File: src/btsu_pkg.sv
// btsu_pkg: constants for the bit-test-and-skip unit
// assumes 12-bit instruction words and a 32-entry, 8-bit file register space
package btsu_pkg;
   localparam int unsigned btsu_iw_w = 12;
   localparam int unsigned btsu_fa_w = 5;
   localparam int unsigned btsu_bi_w = 3;
   localparam int unsigned btsu_dw = 8;
   localparam int unsigned btsu_op_msb = 11;
   localparam int unsigned btsu_op_lsb = 8;
   localparam int unsigned btsu_bi_msb = 7;
   localparam int unsigned btsu_bi_lsb = 5;
   localparam int unsigned btsu_fa_msb = 4;
   localparam int unsigned btsu_fa_lsb = 0;
   localparam logic [3:0] btsu_op_skip_clear = 4'h6;
   localparam logic [3:0] btsu_op_skip_set = 4'h7;
   localparam logic [btsu_iw_w-1:0] btsu_nop_word = 12'h000;
   localparam logic [btsu_iw_w-1:0] btsu_rst_word = 12'h000;
   localparam logic [btsu_fa_w-1:0] btsu_rst_addr = 5'h00;
   typedef enum logic [1:0] {
      btsu_st_run,
      btsu_st_test,
      btsu_st_squash
   } btsu_state_t;
endpackage : btsu_pkg

File: src/btsu_bit_sel.sv
// btsu_bit_sel: registered bit pick from an 8-bit file value
// assumes file data is valid in the cycle sel_en is high
`timescale 1ns/10ps
`default_nettype none
module btsu_bit_sel
   import btsu_pkg::*;
(
   input wire logic ref_clk,
   input wire logic reset,
   input wire logic sel_en,
   input wire logic [btsu_dw-1:0] data,
   input wire logic [btsu_bi_w-1:0] index,
   output logic bit_ff
);
   always_ff @(posedge ref_clk or posedge reset) begin
      if (reset) begin
         bit_ff <= 1'b0;
      end else if (sel_en) begin
         bit_ff <= data[index];
      end
   end
endmodule // btsu_bit_sel
`default_nettype wire

File: src/btsu_core.sv
// btsu_core: decode and execute of the two bit-test-and-skip instructions
// assumes fetch supplies one word per cycle with a valid strobe, and the
// register file answers a read address with data within the same cycle
`timescale 1ns/10ps
`default_nettype none
module btsu_core
   import btsu_pkg::*;
(
   input wire logic ref_clk,
   input wire logic reset,
   input wire logic [btsu_iw_w-1:0] instr_word,
   input wire logic instr_valid,
   input wire logic [btsu_dw-1:0] file_rdata,
   output logic [btsu_fa_w-1:0] file_raddr_ff,
   output logic [btsu_iw_w-1:0] exec_word_ff,
   output logic exec_valid_ff,
   output logic squash_ff,
   output logic skip_taken_ff,
   output logic test_busy_ff
);
   btsu_state_t state_ff;
   btsu_state_t nxt_state;
   logic pol_ff;
   logic [btsu_bi_w-1:0] index_ff;
   logic sel_bit_ff;
   logic is_test;
   logic skip_now;

   function automatic logic is_bit_test(input logic [btsu_iw_w-1:0] w);
      is_bit_test = (w[btsu_op_msb:btsu_op_lsb] == btsu_op_skip_clear) ||
         (w[btsu_op_msb:btsu_op_lsb] == btsu_op_skip_set);
   endfunction

   // skip condition: selected bit equals the form's polarity
   function automatic logic bit_hit(input logic [btsu_dw-1:0] d,
      input logic [btsu_bi_w-1:0] idx, input logic pol);
      bit_hit = (d[idx] == pol);
   endfunction

   // decided on live file data so the word fetched during the test is
   // the one squashed; a squashed word is never decoded
   assign skip_now = (state_ff == btsu_st_test) &&
      bit_hit(file_rdata, index_ff, pol_ff);
   assign is_test = instr_valid && is_bit_test(instr_word) && !skip_now;

   always_comb begin
      nxt_state = state_ff;
      case (state_ff)
         btsu_st_run: begin
            if (is_test) begin
               nxt_state = btsu_st_test;
            end
         end
         btsu_st_test: begin
            if (skip_now) begin
               nxt_state = btsu_st_squash;
            end else if (is_test) begin
               nxt_state = btsu_st_test;
            end else begin
               nxt_state = btsu_st_run;
            end
         end
         btsu_st_squash: begin
            // the no-op slot is already out; the next word decodes normally
            if (is_test) begin
               nxt_state = btsu_st_test;
            end else begin
               nxt_state = btsu_st_run;
            end
         end
         default: begin
            nxt_state = btsu_st_run;
         end
      endcase
   end

   always_ff @(posedge ref_clk or posedge reset) begin
      if (reset) begin
         state_ff <= btsu_st_run;
      end else begin
         state_ff <= nxt_state;
      end
   end

   // operand capture; file read issued while the next word is fetched
   always_ff @(posedge ref_clk or posedge reset) begin
      if (reset) begin
         file_raddr_ff <= btsu_rst_addr;
         index_ff <= '0;
         pol_ff <= 1'b0;
      end else if (is_test) begin
         file_raddr_ff <= instr_word[btsu_fa_msb:btsu_fa_lsb];
         index_ff <= instr_word[btsu_bi_msb:btsu_bi_lsb];
         pol_ff <= instr_word[btsu_op_lsb];
      end
   end

   // tested bit kept one cycle; the skip checks compare it with the squash
   btsu_bit_sel u_bit_sel (
      .ref_clk(ref_clk),
      .reset(reset),
      .sel_en(state_ff == btsu_st_test),
      .data(file_rdata),
      .index(index_ff),
      .bit_ff(sel_bit_ff)
   );

   // execute slot: the prefetched word passes unless a skip squashes it
   always_ff @(posedge ref_clk or posedge reset) begin
      if (reset) begin
         exec_word_ff <= btsu_rst_word;
         exec_valid_ff <= 1'b0;
      end else if (skip_now) begin
         exec_word_ff <= btsu_nop_word;
         exec_valid_ff <= 1'b1;
      end else begin
         exec_word_ff <= instr_word;
         exec_valid_ff <= instr_valid;
      end
   end

   // squash marker and skip flag: one-cycle pulses with the no-op slot
   always_ff @(posedge ref_clk or posedge reset) begin
      if (reset) begin
         squash_ff <= 1'b0;
         skip_taken_ff <= 1'b0;
      end else begin
         squash_ff <= skip_now;
         skip_taken_ff <= skip_now;
      end
   end

   // decode strobe, squashed words excluded
   always_ff @(posedge ref_clk or posedge reset) begin
      if (reset) begin
         test_busy_ff <= 1'b0;
      end else begin
         test_busy_ff <= is_test;
      end
   end

   // skip outcome checked against the separately registered tested bit, and a skip only right after a test cycle
   chk_clear_form_skip: assert property (@(posedge ref_clk) disable iff (reset)
      (state_ff == btsu_st_test && !pol_ff) |=> (squash_ff == !sel_bit_ff))
      else $error("clear-form test skipped on the wrong bit value");
   chk_set_form_skip: assert property (@(posedge ref_clk) disable iff (reset)
      (state_ff == btsu_st_test && pol_ff) |=> (squash_ff == sel_bit_ff))
      else $error("set-form test skipped on the wrong bit value");
   chk_no_false_skip: assert property (@(posedge ref_clk) disable iff (reset)
      squash_ff |-> ($past(state_ff) == btsu_st_test))
      else $error("skip taken without a bit test before it");

   chk_squash_is_nop: assert property (@(posedge ref_clk) disable iff (reset)
      squash_ff |-> (exec_word_ff == btsu_nop_word) && exec_valid_ff)
      else $error("squashed slot did not carry a no-op");
   chk_squashed_not_decoded: assert property (@(posedge ref_clk) disable iff (reset)
      (skip_now && instr_valid && instr_word[11:9] == 3'h3) |=> !test_busy_ff)
      else $error("squashed bit-test word was decoded");
   chk_idle_no_slot: assert property (@(posedge ref_clk) disable iff (reset)
      (!instr_valid && !skip_now) |=> !exec_valid_ff)
      else $error("execute slot raised without a fetched word");
   chk_prefetch_passes: assert property (@(posedge ref_clk) disable iff (reset)
      (!skip_now) |=> (exec_word_ff == $past(instr_word)))
      else $error("prefetched word not passed to execute");
   chk_fetch_order: assert property (@(posedge ref_clk) disable iff (reset)
      (state_ff == btsu_st_test && !skip_now && instr_valid) |=> exec_valid_ff && !squash_ff)
      else $error("word fetched during an unskipped test did not run");

   chk_state_after_skip: assert property (@(posedge ref_clk) disable iff (reset)
      skip_now |=> (state_ff == btsu_st_squash))
      else $error("skip did not enter the no-op cycle");
   chk_skip_two_cycles: assert property (@(posedge ref_clk) disable iff (reset)
      (state_ff == btsu_st_squash) |-> squash_ff ##1 !squash_ff)
      else $error("skip did not end after its no-op cycle");
   chk_skip_flag_pair: assert property (@(posedge ref_clk) disable iff (reset)
      skip_taken_ff == squash_ff)
      else $error("skip flag and squash marker disagree");
   chk_one_word_each: assert property (@(posedge ref_clk) disable iff (reset)
      test_busy_ff |-> exec_valid_ff && !squash_ff)
      else $error("bit-test word did not take exactly one slot");
   chk_test_one_cycle: assert property (@(posedge ref_clk) disable iff (reset)
      (is_test && state_ff == btsu_st_run) |=> (state_ff == btsu_st_test) ##1
         (state_ff != btsu_st_test || $past(is_test)))
      else $error("test did not resolve in one cycle");

   chk_decode_fields: assert property (@(posedge ref_clk) disable iff (reset)
      is_test |=> (file_raddr_ff == $past(instr_word[4:0])) &&
         (index_ff == $past(instr_word[7:5])))
      else $error("operand fields decoded wrongly");
   chk_opcode_decoded: assert property (@(posedge ref_clk) disable iff (reset)
      (instr_valid && instr_word[11:9] == 3'h3 && !skip_now) |=> test_busy_ff)
      else $error("bit-test opcode not decoded");
   chk_test_enters: assert property (@(posedge ref_clk) disable iff (reset)
      is_test |=> (state_ff == btsu_st_test))
      else $error("decoded test did not enter the test state");
   chk_other_op_ignored: assert property (@(posedge ref_clk) disable iff (reset)
      (!instr_valid || instr_word[11:9] != 3'h3) |=> !test_busy_ff)
      else $error("non-test word was decoded as a test");
   chk_operands_hold: assert property (@(posedge ref_clk) disable iff (reset)
      !is_test |=> $stable(file_raddr_ff) && $stable(index_ff) && $stable(pol_ff))
      else $error("operands changed without a decoded test");
   chk_polarity_from_op: assert property (@(posedge ref_clk) disable iff (reset)
      is_test |=> (pol_ff == $past(instr_word[8])))
      else $error("polarity not taken from the opcode");

   // main scenarios
   cov_skip_clear: cover property (@(posedge ref_clk) disable iff (reset)
      skip_now && !pol_ff);
   cov_skip_set: cover property (@(posedge ref_clk) disable iff (reset)
      skip_now && pol_ff);
   cov_no_skip: cover property (@(posedge ref_clk) disable iff (reset)
      state_ff == btsu_st_test && !skip_now);
   cov_back_to_back: cover property (@(posedge ref_clk) disable iff (reset)
      state_ff == btsu_st_test && is_test);
   cov_test_in_squash: cover property (@(posedge ref_clk) disable iff (reset)
      skip_now && instr_valid && is_bit_test(instr_word));
endmodule // btsu_core
`default_nettype wire

File: config.mk
export PLATFORM = sky130hd
export DESIGN_NAME = btsu_core
export DESIGN_NICKNAME = d
export VERILOG_FILES = /design/src/btsu_pkg.sv /design/src/btsu_bit_sel.sv /design/src/btsu_core.sv
export SDC_FILE = /design/constraint.sdc
export NUM_CORES = 1
export LEC_CHECK = 0
export ABC_CLOCK_PERIOD_IN_PS = 2100
export BUFFER_PORTS_ARGS = -buffer_cell sky130_fd_sc_hd__buf_2
export CORE_ASPECT_RATIO = 0.7
export CORE_UTILIZATION = 50
export DETAILED_ROUTE_END_ITERATION = 16
export GPL_TIMING_DRIVEN = 0
export PLACE_DENSITY = 0.87
export SETUP_SLACK_MARGIN = 0.3
export SLEW_MARGIN = 20
export SYNTH_ARGS = -nofsm -noshare
export SYNTH_HDL_FRONTEND = slang
export SYNTH_HIERARCHICAL = 1
export SYNTH_SLANG_ARGS = --single-unit
export TNS_END_PERCENT = 20
File: constraint.sdc
create_clock -name ref_clk -period 2.1 [get_ports ref_clk]
set_input_delay 0.21 -clock ref_clk [delete_from_list [all_inputs] [get_ports ref_clk]]
set_output_delay 0.21 -clock ref_clk [all_outputs]
set_load 0.005 [all_outputs]
### After elaboration in Yosys (flattened, before gate mapping)

Index checks and enable logic that the tools add are counted.

| operators by class | value |
|---|---|
| magnitude comparators | 1 |
| equality and inequality tests | 6 |
| muxes and demuxes | 8 |
| reductions and logical operators | 6 |

Operators with widths:

| cell | count |
|---|---|
| 2-to-1 mux 12 bit | 1 |
| equality test 4 x 3 -> 1 bit, second input constant | 2 |
| case mux 2 bit (3 select lines) | 1 |
| < comparator 3 x 4 -> 1 bit, second input constant | 1 |
| 2-to-1 mux 2 bit | 2 |
| binary-select mux 1 bit (select 3 bit) | 1 |
| logical AND 1 bit | 3 |
| 2-to-1 mux 1 bit | 3 |
| equality test 2 x 1 -> 1 bit, second input constant | 1 |
| equality test 2 bit, second input constant | 1 |
| zero test 2 bit | 1 |
| inequality test 2 bit, second input constant | 1 |
| equality test 1 bit | 1 |
| zero test 1 bit | 1 |
| logical OR 1 bit | 1 |

| storage, ports and cells | value |
|---|---|
| flip-flop bits (word level) | 26 |
| bits of input ports | 23 |
| output and inout port bits | 21 |
| word-level logic and storage cells | 29 |

### Depth between registers and ports, before layout

Gate-level depths: netlist of the first run.

| logic depth | value |
|---|---|
| depth after elaboration | 9 |
| depth in mapped cells | 6 |
| gate-level depth less buffers | 4 |

### Worst setup path before layout of the first run

OpenSTA, ideal clock, no wires.

| timing path | value |
|---|---|
| kind | register to register |
| from | reg index_ff[0] |
| to | reg exec_valid_ff |
| library setup time | 124 ps |
| arrival time | 1,659 ps |
| required time | 1,976 ps |
| path slack | 317 ps |
| stages on the path, launching flop included | 7 |
| buffers on the path | 2 |
| clock period less this slack | 1,783 ps |
| cells stage by stage | dfrtp_1 > buf_6 > mux2i_1 > mux4_2 > mux2i_4 > buf_6 > or2_1 |

| between the ends | value |
|---|---|
| word-level cells in the longest chain between the ends | 5 |

RTL lines:

| what | line | text |
|---|---|---|
| from (decl) | btsu_core.sv:24 | `logic [btsu_bi_w-1:0] index_ff;` |
| from (signal assigned) | btsu_core.sv:93 | `index_ff <= instr_word[btsu_bi_msb:btsu_bi_lsb];` |
| binary-select mux 1 bit (select 3 bit) | -- |  |
| 2-to-1 mux 1 bit | -- |  |
| equality test 1 bit | btsu_core.sv:37 | `bit_hit = (d[idx] == pol);` |
| logical AND 1 bit | btsu_core.sv:42 | `assign skip_now = (state_ff == btsu_st_test) &&` |
| 2-to-1 mux 1 bit | btsu_core.sv:113 | `end else if (skip_now) begin` |
| to (signal assigned) | btsu_core.sv:118 | `exec_valid_ff <= instr_valid;` |
| to (decl) | btsu_core.sv:16 | `output logic exec_valid_ff,` |

No other way between the ends. The select of a mux whose other input is x is not followed.
A chain may end at the register's enable or synchronous reset.

### Worst setup path in the final report of the first run

Same ends and word-level chain as after synthesis.

==> flow_summary.ini, run 1 <==
[run_status]
status = completed

[floorplanning]
num_rows = 15
die_w_um = 64.4
die_h_um = 45.7
core_area_sq_mm = 0.00251
initial_utilization_pct = 54.2
die_area_sq_mm = 0.00294
ioPinCount = 44

[detailed_routing]
drt_first_pass_iters = 4
vias = 1041
finalWirelength_um = 2980
drc = 0
vias_per_cell = 5.23
wire_per_inst_um = 15.0
ant_nets = 0
drt-initial-drc-count = 26

[timing]
fmax_mhz = 524
setup_viol = 0
relSlewSlack_pct = 37.1
period_share_pct = 90.9
skew_ps = 3.38
slew_violations = 0
hold_violations = 0
worstMarginPinSlew_ps = 942
setup_ws_ps = 191
fin_crit_ps = 1910
tns_ps = 0
rsz0062_at_grt = true

[finish]
final_common_cell = buf_2
area_growth_pct = 25.0
nets = 189
drive_gt1_share_pct = 48.5
layout.cells.non_filler = 199
multi_input_area_sq_um = 614
fillers = 205
n_antenna_cell = 0
seq_area_sq_um = 651
final_cell_mix = buf_2 (43), dfrtp_1 (26), nand2_1 (18), nor2b_1 (9)

[synthesis]
avgSynthCellArea_sq_um = 11.7
synth_area_sq_mm = 0.00136
yosysSeqAreaShare_pct = 47.7
synthTopCellsByArea = dfrtp_1 (48%), o211ai_2 (7.3%), mux2_2 (6.6%)
ys_types = 26
yosysTopAreaCell = dfrtp_1
syn-instance-count = 117
synthesis.nets = 140
yosysTopAreaCellShare_pct = 47.7
ys_ff_latch = 26
yosysWarnings = 6

[worst_setup_path]
worst_ep_arrival_time_ps = 2080
rr_endpoint = exec_valid_ff$_DFF_PP0_
path_cells = buf_6 -> mux2i_1 -> mux4_2 -> mux2i_4 -> buf_6 -> or2_1
end_kind = flop
crit_required_ps = 2270
cp_slowest_stage_delay_ps = 540
cp_slowest_cell = mux4_2
cp_common_cell = buf_6
reg2regPathDepth = 6
regToRegStartpoint = index_ff[0]$_DFFE_PP0P_
crit_fanout = 10
start_kind = flop
rrSetupSlack_ps = 190
critPathKind = reg2reg

[power_and_ir_drop]
ir_drop_mv = 0.550
p_leak_uw = 0.000795
power.density_mw_per_mm2 = 962

[clocking]
clockRootBuffer = clkbuf_8
cts_made_buffers = 3
clock-sinks = 26
clockBufferDepth = 2
cts_tree = done
cts-htree-levels = 1
clkTransAtPathRegs_ps = 90
clock_latency_ps = 280

[placement]
io_buffers = 43
post-place-ws_ps = 126
placed_cells = 194
place_hpwl_um = 2210
place_congestion = 0.765

[worst_hold_path]
hold_class = in2async

[grt]
grt_util_all_layers_pct = 23.2
overflow = 0
first_global_vias = 1087
grt_max_degree = 27
grt_antenna_before_repair = 0
grt_pass1_wl_um = 4860

[job]
maxCapViolCount = 0
flip-flops by register name (all words and copies together) (netlist names):
| signal | flops |
|---|---|
| file_raddr_ff | 5 |
| index_ff | 3 |
| exec_valid_ff | 1 |
| exec_word_ff | 12 |
| test_busy_ff | 1 |
| pol_ff | 1 |
| skip_taken_ff | 1 |
| state_ff | 2 |
metal layers:
layer	vias to the layer above	share of wire (%)	global-route usage, %	wire (um)
met5	-	0	0	0
met4	0	2.9	12.0	85
met3	11	6.5	6.50	194
met2	45	51	40.8	1510
met1	489	40	26.7	1190
li1	496	-	-	-
where the power goes:
group,total [uW],internal [uW],switching [uW]
logic,543,295,248
registers,685,592,92.6
clock network,412,255,157
layout make-up:
cell class	instances	area share (%)
flip-flops and latches	26	38.2
multi-input cells	79	36.0
repair buffers	45	13.7
plain buffers	10	5.21
well taps	34	2.49
clock buffers	3	2.42
clock inverters	1	1.76
inverters	1	0.220
metrics by stage:
step | hold WS, ps | utilization, % | instance area, sq um | total power, uW
floorplan | 250 | - | 1360 | 1070
global placement | 434 | 64.5 | 1620 | 1200
detailed placement | 444 | 64.5 | 1620 | 1230
CTS | 153 | 67.8 | 1710 | 1650
global route | 159 | 67.8 | 1710 | 1720
finish | 133 | 67.8 | 1710 | 1640
synthesized netlist by cell type:
cell type and instances:
nand2_1 18, and2b_2 4, o221ai_1 1, or2b_2 1, buf_4 2, clkdlybuf4s50_2 1, a211oi_1 1, dfrtp_1 26
mux2_2 8, nand3b_1 8, nand4b_1 1, o21ai_0 1, and2_1 1, nor2b_1 9, buf_6 5, dlygate4sd3_1 1
mux2i_4 1, inv_1 1, nand3_1 8, and4b_1 1, or2_1 1, mux4_2 1, mux2i_1 5, o211ai_2 8
nor2_1 1, clkbuf_1 2
what timing repair did:
| action | CTS | global route |
|---|---|---|
| resized for setup | 3 | 0 |
| hold buffers | 0 | 0 |
| pin swaps | 1 | 0 |
| setup endpoints to repair | 24 | 23 |
| buffers inserted | 1 | 0 |
| cloned | 1 | 0 |
cell families after synthesis:
logic type,synth area share (%)
compound gates,8.90
buf+inv,7.61
simple gates,22.2
flops,47.7
mux,13.6
critical path: cells and delay by family (launching register included):
| family | cells | cell delay [ps] |
|---|---|---|
| and+or+nand+nor | 1 | 200 |
| DFF | 1 | 380 |
| muxes | 3 | 920 |
| buffers and inverters | 2 | 290 |
worst max-delay path by stage:
stage / start / to / slack [ps] / cells past startpoint
3_5_place_dp: pol_ff$_DFFE_PP0P_ / file_raddr_ff[0]$_DFFE_PP0P_ / 130 / 5
4_1_cts: index_ff[0]$_DFFE_PP0P_ / exec_valid_ff$_DFF_PP0_ / 190 / 6
5_1_grt: index_ff[0]$_DFFE_PP0P_ / exec_valid_ff$_DFF_PP0_ / 140 / 6
6_report: index_ff[0]$_DFFE_PP0P_ / exec_valid_ff$_DFF_PP0_ / 190 / 6
3_3_place_gp: pol_ff$_DFFE_PP0P_ / index_ff[0]$_DFFE_PP0P_ / 170 / 5
2_1_floorplan: index_ff[0]$_DFFE_PP0P_ / exec_valid_ff$_DFF_PP0_ / 320 / 6
(Power assumes the default switching activity.)
==> inputs of run 2 (changes only) <==
--- a/config.mk
+++ b/config.mk
@@ -12,7 +12,6 @@
 export DETAILED_ROUTE_END_ITERATION = 16
 export GPL_TIMING_DRIVEN = 0
 export PLACE_DENSITY = 0.87
-export SETUP_SLACK_MARGIN = 0.3
 export SLEW_MARGIN = 20
 export SYNTH_ARGS = -nofsm -noshare
 export SYNTH_HDL_FRONTEND = slang
==> run 2 against run 1 <==
  * Clock-buffer cell count did not move
  * Critical path depth fell by 1
  * Core utilization decreased by 0.50 points
  * Non-clock buffer count decreased by 1
  * Design area is 0.73% lower
  * Global-route usage shrank 0.67 points
  * Worst hold slack improved by 5.3 ps
  * First-iteration DRC count up 50%
  * Sequential cell count is the same
  * Largest power group unchanged
==> flow_summary.ini, run 2 (same netlist as run 1, synthesis figures left out) <==
[detailed_routing]
drc = 0
finalWirelength_um = 2920
ant_nets = 0
vias_per_cell = 5.34
wire_per_inst_um = 14.7
drt_first_pass_iters = 4
drt-initial-drc-count = 39
vias = 1058

[worst_setup_path]
worst_ep_arrival_time_ps = 2150
cp_slowest_cell = clkdlybuf4s50_2
crit_required_ps = 2260
cp_num_buf_inv = 2
path_delay_family = buffers and inverters
cp_slowest_stage_delay_ps = 570
end_kind = flop
critPathKind = reg2reg
path_cells = clkdlybuf4s50_2 -> or2b_2 -> mux2i_4 -> buf_6 -> o211ai_2
crit_fanout = 10
start_kind = flop

[clocking]
cts-htree-levels = 1
postCtsHoldBufs = 0
cts_made_buffers = 3
cts_setup_buffers = 0
clockBufferDepth = 2
clock-sinks = 26
cts_resized = 0
clock_latency_ps = 270
clockRootBuffer = clkbuf_8
cts_tree = done
clkTransAtPathRegs_ps = 90

[finish]
largest_reg_flops = 12
drive_gt1_share_pct = 47.6
stdcell_area_sq_mm = 0.00169
area_growth_pct = 24.1
largestRegisters = exec_word_ff: 12 flops, file_raddr_ff: 5 flops, index_ff: 3 flops
final_common_cell = buf_2
final_cell_mix = buf_2 (43), dfrtp_1 (26), nand2_1 (18), nor2b_1 (9)
top_register = exec_word_ff
fin_util_pct = 67.3
n_antenna_cell = 0
nets = 188

[floorplanning]
die_area_sq_mm = 0.00294
ioPinCount = 44
core_area_sq_mm = 0.00251
die_h_um = 45.7
initial_utilization_pct = 54.2
die_w_um = 64.4
num_rows = 15

[timing]
tns_ps = 0
hold_violations = 0
fin_hold_ws_ps = 138
setup_viol = 0
worstMarginPinSlew_ps = 949
slew_violations = 0
fin_crit_ps = 1990
rsz0062_at_grt = false
skew_ps = 0.725
relSlewSlack_pct = 36.6
fmax_mhz = 503
period_share_pct = 94.6

[run_status]
status = completed

[grt]
overflow = 0
grt_util_all_layers_pct = 22.6
top_usage_layer = met2
first_global_vias = 1070
grt_pass1_wl_um = 4770
use_met3_pct = 6.25
grt_antenna_before_repair = 0
use_met1_pct = 25.6
met2_usage_pct = 40.2
grt_max_degree = 27

[placement]
io_buffers = 43
dpl-instance-area_sq_mm = 0.00162
place_congestion = 0.765
place_hpwl_um = 2210

[power_and_ir_drop]
ir_drop_mv = 0.557
power.density_mw_per_mm2 = 965
p_leak_uw = 0.000788

[worst_hold_path]
hold_class = in2async

[job]
maxCapViolCount = 0
[run 2: per-layer routing]
metal  routed length, um  up-vias  part of all wire (%)
met5                   0        -                     0
met1                1120      505                    38
met4                  89        0                   3.0
met2                1490       49                    51
li1                    -      493                     -
met3                 216       11                   7.4
[run 2: power by group]
group          switching [uW]  internal [uW]
Combinational             254            297
Clock                     159            255
Sequential               76.5            592
Total                     490           1140
[run 2: worst register-to-register path: cells and delay by family, from the launching register on]
kind	cells	cell delay, ps
AOI/OAI and AO/OA	1	100
buffers and inverters	2	780
DFF	1	390
muxes	1	240
and+or+nand+nor	1	350
[run 2: stage by stage]
step           total power (uW)  std cells  setup slack [ps]
2_1_floorplan              1070        117               317
3_3_place_gp               1200        194               172
3_5_place_dp               1230        194               126
4_1_cts                    1640        198               110
5_1_grt                    1720        198              11.1
6_report                   1630        198               114
[run 2: cell type report]
type	instances	area, sq um
clock buffers	3	41.3
multi-input cells	79	609
fillers	209	822
flip-flops and latches	26	651
inverters	1	3.75
repair buffers	43	215
plain buffers	11	100
clock inverters	1	30.0
well taps	34	42.5
[run 2: worst paths after layout]
kind                                    startpoint                      endpoint  slack [ps]  cells past startpoint
max                             pol_ff$_DFFE_PP0P_  file_raddr_ff[0]$_DFFE_PP0P_         110                      5
min reg2reg                state_ff[1]$_DFFE_PP0P_       state_ff[0]$_DFFE_PP0P_         480                      1
min in group ref_clk                   instr_valid       exec_valid_ff$_DFF_PP0_         160                      2
min                                          reset     exec_word_ff[8]$_DFF_PP0_         140                      2
max reg2reg                     pol_ff$_DFFE_PP0P_  file_raddr_ff[0]$_DFFE_PP0P_         110                      5
max in group asynchronous                    reset  file_raddr_ff[1]$_DFFE_PP0P_        1390                      2
